--- config.mk ---
export PLATFORM = sky130hd
export DESIGN_NAME = switch_global_frame_policy
export DESIGN_NICKNAME = d
export VERILOG_FILES = /design/src/logic/gfp_pkg.sv /design/src/logic/switch_global_frame_policy.sv /design/src/logic/frame_policy_judge.sv
export VERILOG_INCLUDE_DIRS = /design/src /design/src/logic
export SDC_FILE = /design/constraint.sdc
export NUM_CORES = 1
export LEC_CHECK = 0
export BUFFER_PORTS_ARGS = -buffer_cell sky130_fd_sc_hd__buf_2
export CORE_MARGIN = 4
export CORE_UTILIZATION = 47
export CTS_BUF_LIST = sky130_fd_sc_hd__clkbuf_8
export DETAILED_ROUTE_END_ITERATION = 7
export PLACE_DENSITY = 0.87
export REMOVE_ABC_BUFFERS = 1
export SLEW_MARGIN = 10
export SYNTH_ARGS = -nofsm -noshare
export SYNTH_HDL_FRONTEND = slang
export SYNTH_HIERARCHICAL = 1
export SYNTH_SLANG_ARGS = --single-unit
--- constraint.sdc ---
create_clock -name sys_clk -period 4 [get_ports sys_clk]
set_input_delay 0.2 -clock sys_clk [delete_from_list [all_inputs] [get_ports sys_clk]]
set_output_delay 0.2 -clock sys_clk [all_outputs]
set_load 0.03 [all_outputs]
--- src/logic/gfp_defines.svh ---
// Offsets, field positions, reset values and limits of the frame policy slice.
// Included by the register slice and the frame judge; no code lives here.
// What this block does
// - Backoff bit selects aggressive half-duplex backoff
// - Fair mode may drop non-flow-controlled frames
// - Fair mode off flow-controls the flow-controlled port
// - Fair mode bit resets to one, read-write
// - Keep bit stops discard after sixteen collisions
// - Jumbo bit accepts frames up to 1916
// - Jumbo clear leaves limit to legal-size bit
// - Legal-size bit alone accepts up to 1536
// - Both clear: 1522 tagged, 1518 untagged or with the special tag id
`ifndef GFP_DEFINES_SVH
`define GFP_DEFINES_SVH

// Register indices; byte address is four times the index
`define GFP_IDX_GC1 4'h3
`define GFP_IDX_GC2 4'h4

// Field positions
`define GFP_GC1_BACKOFF 0
`define GFP_GC2_BCAST_ONLY 6
`define GFP_GC2_FAIR 4
`define GFP_GC2_KEEP_COLL 3
`define GFP_GC2_JUMBO 2
`define GFP_GC2_LEGAL_OFF 1

// Reset value before straps land (bits 7,6,5,4 set)
`define GFP_GC2_RESET 8'hF0

// Strap positions in the synchroniser
`define GFP_STRAP_BACKOFF 0
`define GFP_STRAP_COLL 1
`define GFP_STRAP_SIZE 2

// Cycles the synchronised straps settle before loading
`define GFP_STRAP_SETTLE 2'h2

// Frame limits in bytes and the collision count
`define GFP_LEN_JUMBO 11'h77C
`define GFP_LEN_LEGAL 11'h600
`define GFP_LEN_TAGGED 11'h5F2
`define GFP_LEN_UNTAGGED 11'h5EE
`define GFP_COLL_LIMIT 5'h10

`endif

--- src/logic/gfp_pkg.sv ---
// Types shared by the frame policy register slice and its judge.
// Assumes the constants header is included by each user.
`default_nettype none
package gfp_pkg;

	// Strap loading sequence after reset
	typedef enum logic [1:0] {
		ST_HOLD = 2'b00,
		ST_SETTLE = 2'b01,
		ST_RUN = 2'b10
	} strap_state_e;

	// Register slice state
	typedef struct packed {
		strap_state_e phase;
		logic [1:0] settle;
		logic [2:0] strap_meta;
		logic [2:0] strap_sync;
		logic gc1_backoff;
		logic [7:0] gc2;
		logic dp_write;
		logic [3:0] dp_index;
		logic [31:0] rdata;
	} top_s;

	// Frame judge state
	typedef struct packed {
		logic frame_drop;
		logic frame_accept;
		logic coll_discard;
		logic storm_hit;
		logic nonfc_drop_en;
		logic fc_pause;
	} judge_s;

endpackage : gfp_pkg
`default_nettype wire

--- src/logic/switch_global_frame_policy.sv ---
// AHB-Lite register slice for the global frame policy, plus the frame judge.
// Assumes one AHB-Lite master, word transfers and straps stable around reset.
//
// Our own choice: the AHB-Lite slave port.
`timescale 1ns/10ps
`default_nettype none
`include "gfp_defines.svh"
module switch_global_frame_policy #(
	parameter int LEN_W = 11 // Frame length width
) (
	// Clock and reset
	input wire logic sys_clk,
	input wire logic rst_b,
	// AHB-Lite slave
	input wire logic hsel,
	input wire logic [31:0] haddr,
	input wire logic [1:0] htrans,
	input wire logic hwrite,
	input wire logic [2:0] hsize,
	input wire logic [31:0] hwdata,
	input wire logic hready,
	output logic hreadyout,
	output logic hresp,
	output logic [31:0] hrdata,
	// Strap pins, asynchronous
	input wire logic backoff_strap_pin,
	input wire logic collision_drop_strap_pin,
	input wire logic frame_size_strap_pin,
	// Backoff level to the MACs
	output logic aggressive_backoff,
	// Frame length check
	input wire logic frame_valid,
	input wire logic [LEN_W-1:0] frame_len,
	input wire logic frame_tagged,
	input wire logic frame_special_tag_id,
	output logic frame_drop,
	output logic frame_accept,
	// Collisions
	input wire logic coll_event,
	input wire logic [4:0] coll_count,
	output logic coll_discard,
	// Storm classification
	input wire logic dest_valid,
	input wire logic dest_bcast,
	input wire logic dest_mcast,
	output logic storm_hit,
	// Egress contention
	input wire logic fc_contend,
	output logic nonfc_drop_en,
	output logic fc_pause
);

	// Transfer type bit marking NONSEQ or SEQ
	localparam int TRANS_ACTIVE = 1;
	// Only whole words are written
	localparam logic [2:0] SIZE_WORD = 3'h2;

	// Limits need 11 bits; a narrower length field would wrap the jumbo limit
	if (LEN_W < 11) begin : g_len_check
		$error("LEN_W too small for the frame limits");
	end

	gfp_pkg::top_s s; // Registered state
	gfp_pkg::top_s next_s; // Next state

	logic accept; // Address phase taken this cycle
	logic [4:0] map; // Decoded {hit, index}

	// Decode a byte address into {hit, index}
	function automatic logic [4:0] map_addr(input logic [31:0] a);
		logic hit;
		hit = (a[31:6] == 26'h0) && (a[1:0] == 2'h0) &&
			((a[5:2] == `GFP_IDX_GC1) || (a[5:2] == `GFP_IDX_GC2));
		map_addr = {hit, a[5:2]};
	endfunction : map_addr

	// Read view of a register; unmapped and absent bits give zero
	function automatic logic [31:0] read_word(input gfp_pkg::top_s st,
			input logic [3:0] idx);
		read_word = 32'h0000_0000;
		if (idx == `GFP_IDX_GC1) begin
			read_word[`GFP_GC1_BACKOFF] = st.gc1_backoff;
		end else if (idx == `GFP_IDX_GC2) begin
			read_word[7:0] = st.gc2;
		end
	endfunction : read_word

	// Address phase is taken only once straps have landed
	assign map = map_addr(haddr);
	assign accept = hsel && hready && htrans[TRANS_ACTIVE] &&
		(s.phase == gfp_pkg::ST_RUN);

	// Next state: strap loading, register writes, read capture
	always_comb begin
		next_s = s;
		// Two-stage strap synchroniser; first stage feeds only the second
		next_s.strap_meta = {frame_size_strap_pin, collision_drop_strap_pin,
			backoff_strap_pin};
		next_s.strap_sync = s.strap_meta;
		// Strap sequence
		case (s.phase)
			gfp_pkg::ST_HOLD: begin
				// First edge after reset starts the settle count
				next_s.phase = gfp_pkg::ST_SETTLE;
				next_s.settle = 2'h0;
			end
			gfp_pkg::ST_SETTLE: begin
				if (s.settle == `GFP_STRAP_SETTLE) begin
					// Pins sampled once here; never looked at again
					next_s.gc1_backoff = s.strap_sync[`GFP_STRAP_BACKOFF];
					next_s.gc2[`GFP_GC2_KEEP_COLL] = s.strap_sync[`GFP_STRAP_COLL];
					next_s.gc2[`GFP_GC2_LEGAL_OFF] = s.strap_sync[`GFP_STRAP_SIZE];
					next_s.phase = gfp_pkg::ST_RUN;
				end else begin
					next_s.settle = s.settle + 2'h1;
				end
			end
			gfp_pkg::ST_RUN: begin
				// Software owns the bits from here on
				next_s.phase = gfp_pkg::ST_RUN;
			end
			default: begin
				next_s.phase = gfp_pkg::ST_HOLD;
			end
		endcase
		// Data phase of a write completes on hready
		if (s.dp_write && hready) begin
			next_s.dp_write = 1'b0;
			// Index was already checked against the map at the address phase
			if (s.dp_index == `GFP_IDX_GC1) begin
				next_s.gc1_backoff = hwdata[`GFP_GC1_BACKOFF];
			end else begin
				// Reserved bits 7 and 5 store what software writes
				next_s.gc2 = hwdata[7:0];
			end
		end
		// New address phase
		if (accept) begin
			// Non-word and unmapped writes are taken but dropped
			next_s.dp_write = hwrite && map[4] && (hsize == SIZE_WORD);
			next_s.dp_index = map[3:0];
			// Read sees a write finishing in the same cycle
			if (!hwrite) begin
				// Aliases above the map must read zero, not a register
				if (map[4]) begin
					next_s.rdata = read_word(next_s, map[3:0]);
				end else begin
					next_s.rdata = 32'h0000_0000;
				end
			end
		end
	end

	// State register; straps arrive later by the clocked sequence
	always_ff @(posedge sys_clk or negedge rst_b) begin
		if (!rst_b) begin
			s <= '{phase: gfp_pkg::ST_HOLD, settle: 2'h0, strap_meta: 3'h0,
				strap_sync: 3'h0, gc1_backoff: 1'b0, gc2: `GFP_GC2_RESET,
				dp_write: 1'b0, dp_index: 4'h0, rdata: 32'h0000_0000};
		end else begin
			s <= next_s;
		end
	end

	// Bus answers: zero wait once running, always OKAY
	assign hreadyout = (s.phase == gfp_pkg::ST_RUN);
	assign hresp = 1'b0;
	assign hrdata = s.rdata;

	// Backoff choice goes straight to the half-duplex MACs
	assign aggressive_backoff = s.gc1_backoff;

	// Per-frame decisions
	frame_policy_judge #(
		.LEN_W(LEN_W)
	) u_judge (
		.sys_clk(sys_clk),
		.rst_b(rst_b),
		.bcast_only(s.gc2[`GFP_GC2_BCAST_ONLY]),
		.fair_mode(s.gc2[`GFP_GC2_FAIR]),
		.keep_coll(s.gc2[`GFP_GC2_KEEP_COLL]),
		.jumbo(s.gc2[`GFP_GC2_JUMBO]),
		.legal_off(s.gc2[`GFP_GC2_LEGAL_OFF]),
		.frame_valid(frame_valid),
		.frame_len(frame_len),
		.frame_tagged(frame_tagged),
		.frame_special_tag_id(frame_special_tag_id),
		.frame_drop(frame_drop),
		.frame_accept(frame_accept),
		.coll_event(coll_event),
		.coll_count(coll_count),
		.coll_discard(coll_discard),
		.dest_valid(dest_valid),
		.dest_bcast(dest_bcast),
		.dest_mcast(dest_mcast),
		.storm_hit(storm_hit),
		.fc_contend(fc_contend),
		.nonfc_drop_en(nonfc_drop_en),
		.fc_pause(fc_pause)
	);
endmodule : switch_global_frame_policy
`default_nettype wire

--- src/logic/frame_policy_judge.sv ---
// Per-frame decisions taken from the policy bits.
// Assumes all request inputs come from logic on sys_clk.
`timescale 1ns/10ps
`default_nettype none
`include "gfp_defines.svh"
module frame_policy_judge #(
	parameter int LEN_W = 11 // Frame length width
) (
	// Clock and reset
	input wire logic sys_clk,
	input wire logic rst_b,
	// Policy bits
	input wire logic bcast_only,
	input wire logic fair_mode,
	input wire logic keep_coll,
	input wire logic jumbo,
	input wire logic legal_off,
	// Frame length check
	input wire logic frame_valid,
	input wire logic [LEN_W-1:0] frame_len,
	input wire logic frame_tagged,
	input wire logic frame_special_tag_id,
	output logic frame_drop,
	output logic frame_accept,
	// Collisions
	input wire logic coll_event,
	input wire logic [4:0] coll_count,
	output logic coll_discard,
	// Storm classification
	input wire logic dest_valid,
	input wire logic dest_bcast,
	input wire logic dest_mcast,
	output logic storm_hit,
	// Egress contention
	input wire logic fc_contend,
	output logic nonfc_drop_en,
	output logic fc_pause
);

	// Limits are 11 bits wide
	if (LEN_W < 11) begin : g_len_check
		$error("LEN_W too small for 1916");
	end

	gfp_pkg::judge_s s; // Registered state
	gfp_pkg::judge_s next_s; // Next state

	// Longest frame accepted under the current policy
	function automatic logic [LEN_W-1:0] max_len(input logic jb, input logic lo,
			input logic tg, input logic sp);
		if (jb) begin
			max_len = LEN_W'(`GFP_LEN_JUMBO);
		end else if (lo) begin
			max_len = LEN_W'(`GFP_LEN_LEGAL);
		end else if (tg && !sp) begin
			max_len = LEN_W'(`GFP_LEN_TAGGED);
		end else begin
			max_len = LEN_W'(`GFP_LEN_UNTAGGED);
		end
	endfunction : max_len

	// Decisions; pulses last one cycle, contention is a level
	always_comb begin
		next_s = '0;
		// Length verdict
		if (frame_valid) begin
			next_s.frame_drop = frame_len > max_len(jumbo, legal_off, frame_tagged,
				frame_special_tag_id);
			next_s.frame_accept = !next_s.frame_drop;
		end
		// Excessive collisions discard only when not kept
		next_s.coll_discard = coll_event && (coll_count >= `GFP_COLL_LIMIT) && !keep_coll;
		// Broadcast always counts; multicast only when included
		next_s.storm_hit = dest_valid && (dest_bcast || (dest_mcast && !bcast_only));
		// Fair mode sacrifices the port without flow control
		next_s.nonfc_drop_en = fc_contend && fair_mode;
		next_s.fc_pause = fc_contend && !fair_mode;
	end

	// State register
	always_ff @(posedge sys_clk or negedge rst_b) begin
		if (!rst_b) begin
			s <= '0;
		end else begin
			s <= next_s;
		end
	end

	assign frame_drop = s.frame_drop;
	assign frame_accept = s.frame_accept;
	assign coll_discard = s.coll_discard;
	assign storm_hit = s.storm_hit;
	assign nonfc_drop_en = s.nonfc_drop_en;
	assign fc_pause = s.fc_pause;
endmodule : frame_policy_judge
`default_nettype wire

## Word-level counts from Yosys, hierarchy flattened

Index checks and enable logic that the tools add are counted.

| operators by class | value |
|---|---|
| divide/modulo/power cells | 0 |
| multiply operators | 0 |
| reductions and logical operators | 29 |
| bitwise operators | 1 |
| shift-type cells | 0 |
| eq/ne operators | 9 |
| add/sub/neg operators | 1 |
| multiplexer cells | 24 |
| order comparisons | 2 |

Operator list:

| kind | number |
|---|---|
| 37-bit two-way mux | 1 |
| 11-bit two-way mux | 3 |
| 32-bit two-way mux | 1 |
| 26-bit logical NOT | 1 |
| 8-bit two-way mux | 3 |
| 1-bit logical AND | 15 |
| 11-bit greater-than comparator | 1 |
| 10-bit two-way mux | 1 |
| 4-bit by 2-bit == test with 1-bit output, second input constant | 2 |
| 1-bit two-way mux | 8 |
| 7-bit two-way mux | 1 |
| 2-bit two-way mux | 3 |
| 2-bit one-hot mux with 3 select lines | 1 |
| 5-bit >= comparator, second input constant | 1 |
| 1-bit logical NOT | 5 |
| 5-bit two-way mux | 1 |
| 2-bit == test, second input constant | 2 |
| 4-bit by 3-bit == test with 1-bit output, second input constant | 1 |
| 2-bit logical NOT | 2 |
| 2-bit inequality test, second input constant | 2 |
| 2-bit one-hot mux with 2 select lines | 1 |
| 2-bit AND reduction | 2 |
| 2-bit nonzero test | 2 |
| 3-bit by 2-bit == test with 1-bit output, second input constant | 1 |
| 4 further kinds | 5 |

| storage, ports and cells | value |
|---|---|
| bits in latches | 0 |
| bits in read-only memories | 0 |
| memories | 0 |
| register bits after elaboration | 62 |
| bits in writable memories | 0 |

## Depth between registers and ports, before layout

| depth | value |
|---|---|
| word-level depth | 10 |
| depth in mapped cells | 8 |
| mapped depth without buffers | 8 |

## Hierarchy

The synthesis kept the hierarchy.

By module, submodules not included:

| module | cells an instance | instances | area each (um2) |
|---|---|---|---|
| switch_global_frame_policy | 159 | 1 | 1,767.9 |
| frame_policy_judge | 49 | 1 | 461.7 |

## Least setup slack after synthesis

OpenSTA, ideal clock, no wires.

| timing | value |
|---|---|
| path type | register to register |
| start | register s[54] (netlist bit) |
| end | register s (netlist bit hrdata[4]) |
| stages on the path, launching flop included | 8 |
| data arrival time | 1.687 ns |
| required time | 3.906 ns |
| slack | 2.219 ns |
| buffers on the path | 2 |
| library setup time | 0.094 ns |
| cell sequence | dfrtp_1 -> inv_1 -> ha_1 -> nand4_4 -> or2_1 -> buf_6 -> buf_6 -> o31ai_2 |

| between the ends | value |
|---|---|
| cells in the longest elaborated chain, start to end | 3 |

RTL lines:

| element | line | RTL |
|---|---|---|
| start, declared | switch_global_frame_policy.sv:63 | `gfp_pkg::top_s s;` |
| start signal, assigned | switch_global_frame_policy.sv:157 | `s <= '{phase: gfp_pkg::ST_HOLD, settle: 2'h0, strap_meta: 3'h0,` |
| start signal, assigned | switch_global_frame_policy.sv:161 | `s <= next_s;` |
| 2-bit == test | -- |  |
| via hreadyout | switch_global_frame_policy.sv:22 | `output logic hreadyout,` |
| 1-bit logical AND | switch_global_frame_policy.sv:90 | `assign accept = hsel && hready && htrans[TRANS_ACTIVE] &&` |
| 2-bit AND reduction (no line) | -- |  |

The timed path passes the listed nets, and every way through them passes these cells.
A chain may end at the register's enable or synchronous reset.

==> results.ini <==
[sta]
slew-limit-headroom_pct=44.7
fin_worst_hold_slack_ns=0.0117
final.min_clock_period_ns=1.92
max_slew.worst_pin.slew_ns=0.829
final_hold_viol_count=0
totalNegativeSetupSlack_ns=0
setup_viol_count_final=0
fin_skew_ns=0.00630
period_share_pct=47.9
setup_repair_after_global_routing_missed_its_margin=no
fmax_mhz=522
final-max-slew-violation-count=0

[clocking]
cell_chosen_for_the_clock_root=sky130_fd_sc_hd__clkbuf_8
post-cts-setup-buffers=0
cts_max_path_buffers=2
ctsHoldBuffers=0
clkSinkCount=38
cts_tree=built
cts.htree.levels=2
post_cts.resized_instances=0
worst_skew_pair.late_latency_ns=0.28
cts.reportedPaths.clkPinSlew_ns=0.07
tritoncts.num_buffers=5

[status]
status=complete, no violations

[placed_design]
place_congestion=0.774
dp.final_hpwl_um=3680
io_buffer_count=87
post-place-cells=335

[critical_path]
critPathCapture=u_judge/frame_accept
timing.reg2reg.setup_slack_ns=2.08
type_of_destination_of_the_critical_path=register
critPathLaunchType=register
worst-endpoint-arrival_ns=2.14
worst_reg2reg_path_startpoint=s[39]
worstRegToRegCells=7
critical_path.startpoint=s[39]
reg2reg_to=u_judge/frame_accept
req_time_crit_path_ns=4.22
timing_worst_setup_path_type=reg -> reg
crit_path_max_fanout=5

[pwr]
totalPowerFinal_w=0.000847
cellPowerDensity_nw_per_um2=322
p_leak_nw=1.41
worst_ir_drop_vdd_uv=215

[yosys]
synth.distinct_cells=48
synthArstFlopShare_pct=100
syn-mean-instance-area_um2=10.7
netlist.area_leader.share_pct=38.2
synth_cells=208
post_synth_instance_area_um2=2230
yosys_warnings=6
ys.flop_type=sky130_fd_sc_hd__dfrtp_1
top_area_cells_in_the_synthesized_netlist=sky130_fd_sc_hd__dfrtp_1 38%, sky130_fd_sc_hd__buf_4 11%, sky130_fd_sc_hd__ha_1 7.3%
post-synth-top-area-cell=sky130_fd_sc_hd__dfrtp_1
synth.ff_latch_count=38
synth_seq_area_share_pct=42.9
number_of_enable_flip_flop_cells_after_synthesis=0

[global_routing]
groute.usage.overall_pct=15.1
use_met1_pct=16.4
grt_remaining_overflow=0
groute.layer.met3.usage_pct=5.15
antenna_found_initial=0
global_route.usage.met2_pct=28.5
grt-busiest-layer=met2
maximum_number_of_pins_on_one_net_before_global_route_repair=39
via_count_of_the_first_global_routing_pass=1695
wire_length_of_the_first_global_routing_pass_um=7360

[min_path]
timing.hold.worst.class=in -> async

[floorplan]
floorplan.die.width_um=76.9
floorplan.rows=24
start_util_pct=49.8
die_height_um=76.9
core_area_um2=4470
ioPinCount=142
fp.dieArea_um2=5910

[cells_and_area]
finish.net_count=404
final_cells=343
num-fill-cells=382
syn_to_final_growth_pct=18.0
post_route_cells_drive_above_1_share_pct=39.2
antenna_cells_inserted=0

[route]
drc_errors=0
drt_first_pass_iters=4
route.vias.total=1676
drt_wl_total_um=4420
drtAntennaViolNets=0
routedWlPerCell_um=12.9
drc_marker_count_from_the_first_detailed_route_iteration=40
viasPerCell=4.89

[flow_run]
max-cap-violations=0

[flip-flops by register name, summed over array words and instances, names as in the netlist]
register               cells
hrdata                     8
u_judge/frame_accept       1
aggressive_backoff         1
u_judge/nonfc_drop_en      1
u_judge/frame_drop         1
s                         20
next_s                     3
u_judge/fc_pause           1
u_judge/storm_hit          1
u_judge/coll_discard       1
[synth_stat cells (4+ instances only)]
cell	count
sky130_fd_sc_hd__o31ai_2	4
sky130_fd_sc_hd__o21ai_0	7
sky130_fd_sc_hd__ha_1	13
sky130_fd_sc_hd__buf_4	33
sky130_fd_sc_hd__nor4_1	7
sky130_fd_sc_hd__mux2_1	4
sky130_fd_sc_hd__nor2_1	6
sky130_fd_sc_hd__dfstp_2	4
sky130_fd_sc_hd__dfrtp_1	34
sky130_fd_sc_hd__mux2i_1	7
sky130_fd_sc_hd__nand2_1	16
sky130_fd_sc_hd__inv_1	20
[cells by family after synthesis]
logic type      after synthesis  share of synthesized area [%]
buf+inv                      56                           16.0
fa+ha+maj                    13                           7.30
simple gates                 54                           15.1
other cells                   1                          0.168
flops                        38                           42.9
compound gates               33                           12.1
mux                          13                           6.51
[layout make-up]
type	count	area (µm²)	area share, %
Sequential cell	38	956	36.3
Clock inverter	2	8.76	0.333
Timing Repair Buffer	87	435	16.6
Tap cell	52	65.1	2.47
Inverter	20	75.1	2.85
Clock buffer	6	82.6	3.14
Multi-Input combinational cell	138	1010	38.3
[placed cells by master (no fill, tap or decap), types with 2 or more instances in the layout]
| cell type | n |
|---|---|
| sky130_fd_sc_hd__nor2b_1 | 3 |
| sky130_fd_sc_hd__conb_1 | 25 |
| sky130_fd_sc_hd__nand3_1 | 2 |
| sky130_fd_sc_hd__ha_1 | 13 |
| sky130_fd_sc_hd__o211ai_1 | 2 |
| sky130_fd_sc_hd__nand2_1 | 16 |
| sky130_fd_sc_hd__nor4_1 | 7 |
| sky130_fd_sc_hd__a31oi_1 | 2 |
| sky130_fd_sc_hd__dfstp_2 | 4 |
| sky130_fd_sc_hd__and2_1 | 3 |
| sky130_fd_sc_hd__o21a_1 | 2 |
| sky130_fd_sc_hd__nor3_1 | 2 |
| sky130_fd_sc_hd__mux2_4 | 2 |
| sky130_fd_sc_hd__o31ai_2 | 4 |
| sky130_fd_sc_hd__o21ai_0 | 7 |
| sky130_fd_sc_hd__mux2_1 | 4 |
| sky130_fd_sc_hd__dfrtp_1 | 34 |
| sky130_fd_sc_hd__mux2i_1 | 7 |
| sky130_fd_sc_hd__a21oi_1 | 3 |
| sky130_fd_sc_hd__nor2_1 | 6 |
| sky130_fd_sc_hd__inv_1 | 21 |
| sky130_fd_sc_hd__o31ai_1 | 3 |
| sky130_fd_sc_hd__buf_2 | 87 |
| sky130_fd_sc_hd__clkbuf_8 | 6 |
| sky130_fd_sc_hd__and3_1 | 2 |
[per-stage QoR]
stage	instance area, µm²	setup WS (ns)	utilization [%]
2_1_floorplan	2040	2.13	-
3_3_place_gp	2540	2.14	56.7
3_5_place_dp	2540	2.10	56.7
4_1_cts	2630	2.09	58.8
5_1_grt	2630	1.92	58.8
6_report	2630	2.08	58.8
[power by group]
part	total [W]	internal, W	leakage [nW]	switching (W)
clock network	0.000261	0.000136	0.0524	0.000125
registers	0.000421	0.000409	0.466	0.0000117
logic	0.000165	0.0000667	0.892	0.0000986
total	0.000847	0.000612	1.41	0.000235
[per-layer routing]
| layer | vias to the layer above | share of wire (%) |
|---|---|---|
| met3 | 2 | 8.9 |
| met4 | 0 | 0.38 |
| li1 | 832 | - |
| met5 | - | 0 |
| met2 | 77 | 53 |
| met1 | 765 | 38 |
[critical path: stages, from the launching register on]
cell	delay (ns)
sky130_fd_sc_hd__dfrtp_1	0.42
sky130_fd_sc_hd__or2_2	0.31
sky130_fd_sc_hd__inv_1	0.10
sky130_fd_sc_hd__ha_1	0.25
sky130_fd_sc_hd__o21ai_0	0.24
sky130_fd_sc_hd__o21ai_0	0.13
sky130_fd_sc_hd__o32ai_2	0.25
sky130_fd_sc_hd__and2_1	0.17
[worst min path at each step]
stage / endpoint / slack (ns) / depth (start not counted)
after CTS: next_s[46] / 0.01 / 1
after floorplan: aggressive_backoff / -0.1 / 0
final: s[52] / 0.01 / 1
after global routing: next_s[46] / 0.01 / 1
after detailed placement: next_s[46] / 0.31 / 1
after global placement: next_s[46] / 0.31 / 1
(Power assumes the default switching activity.)
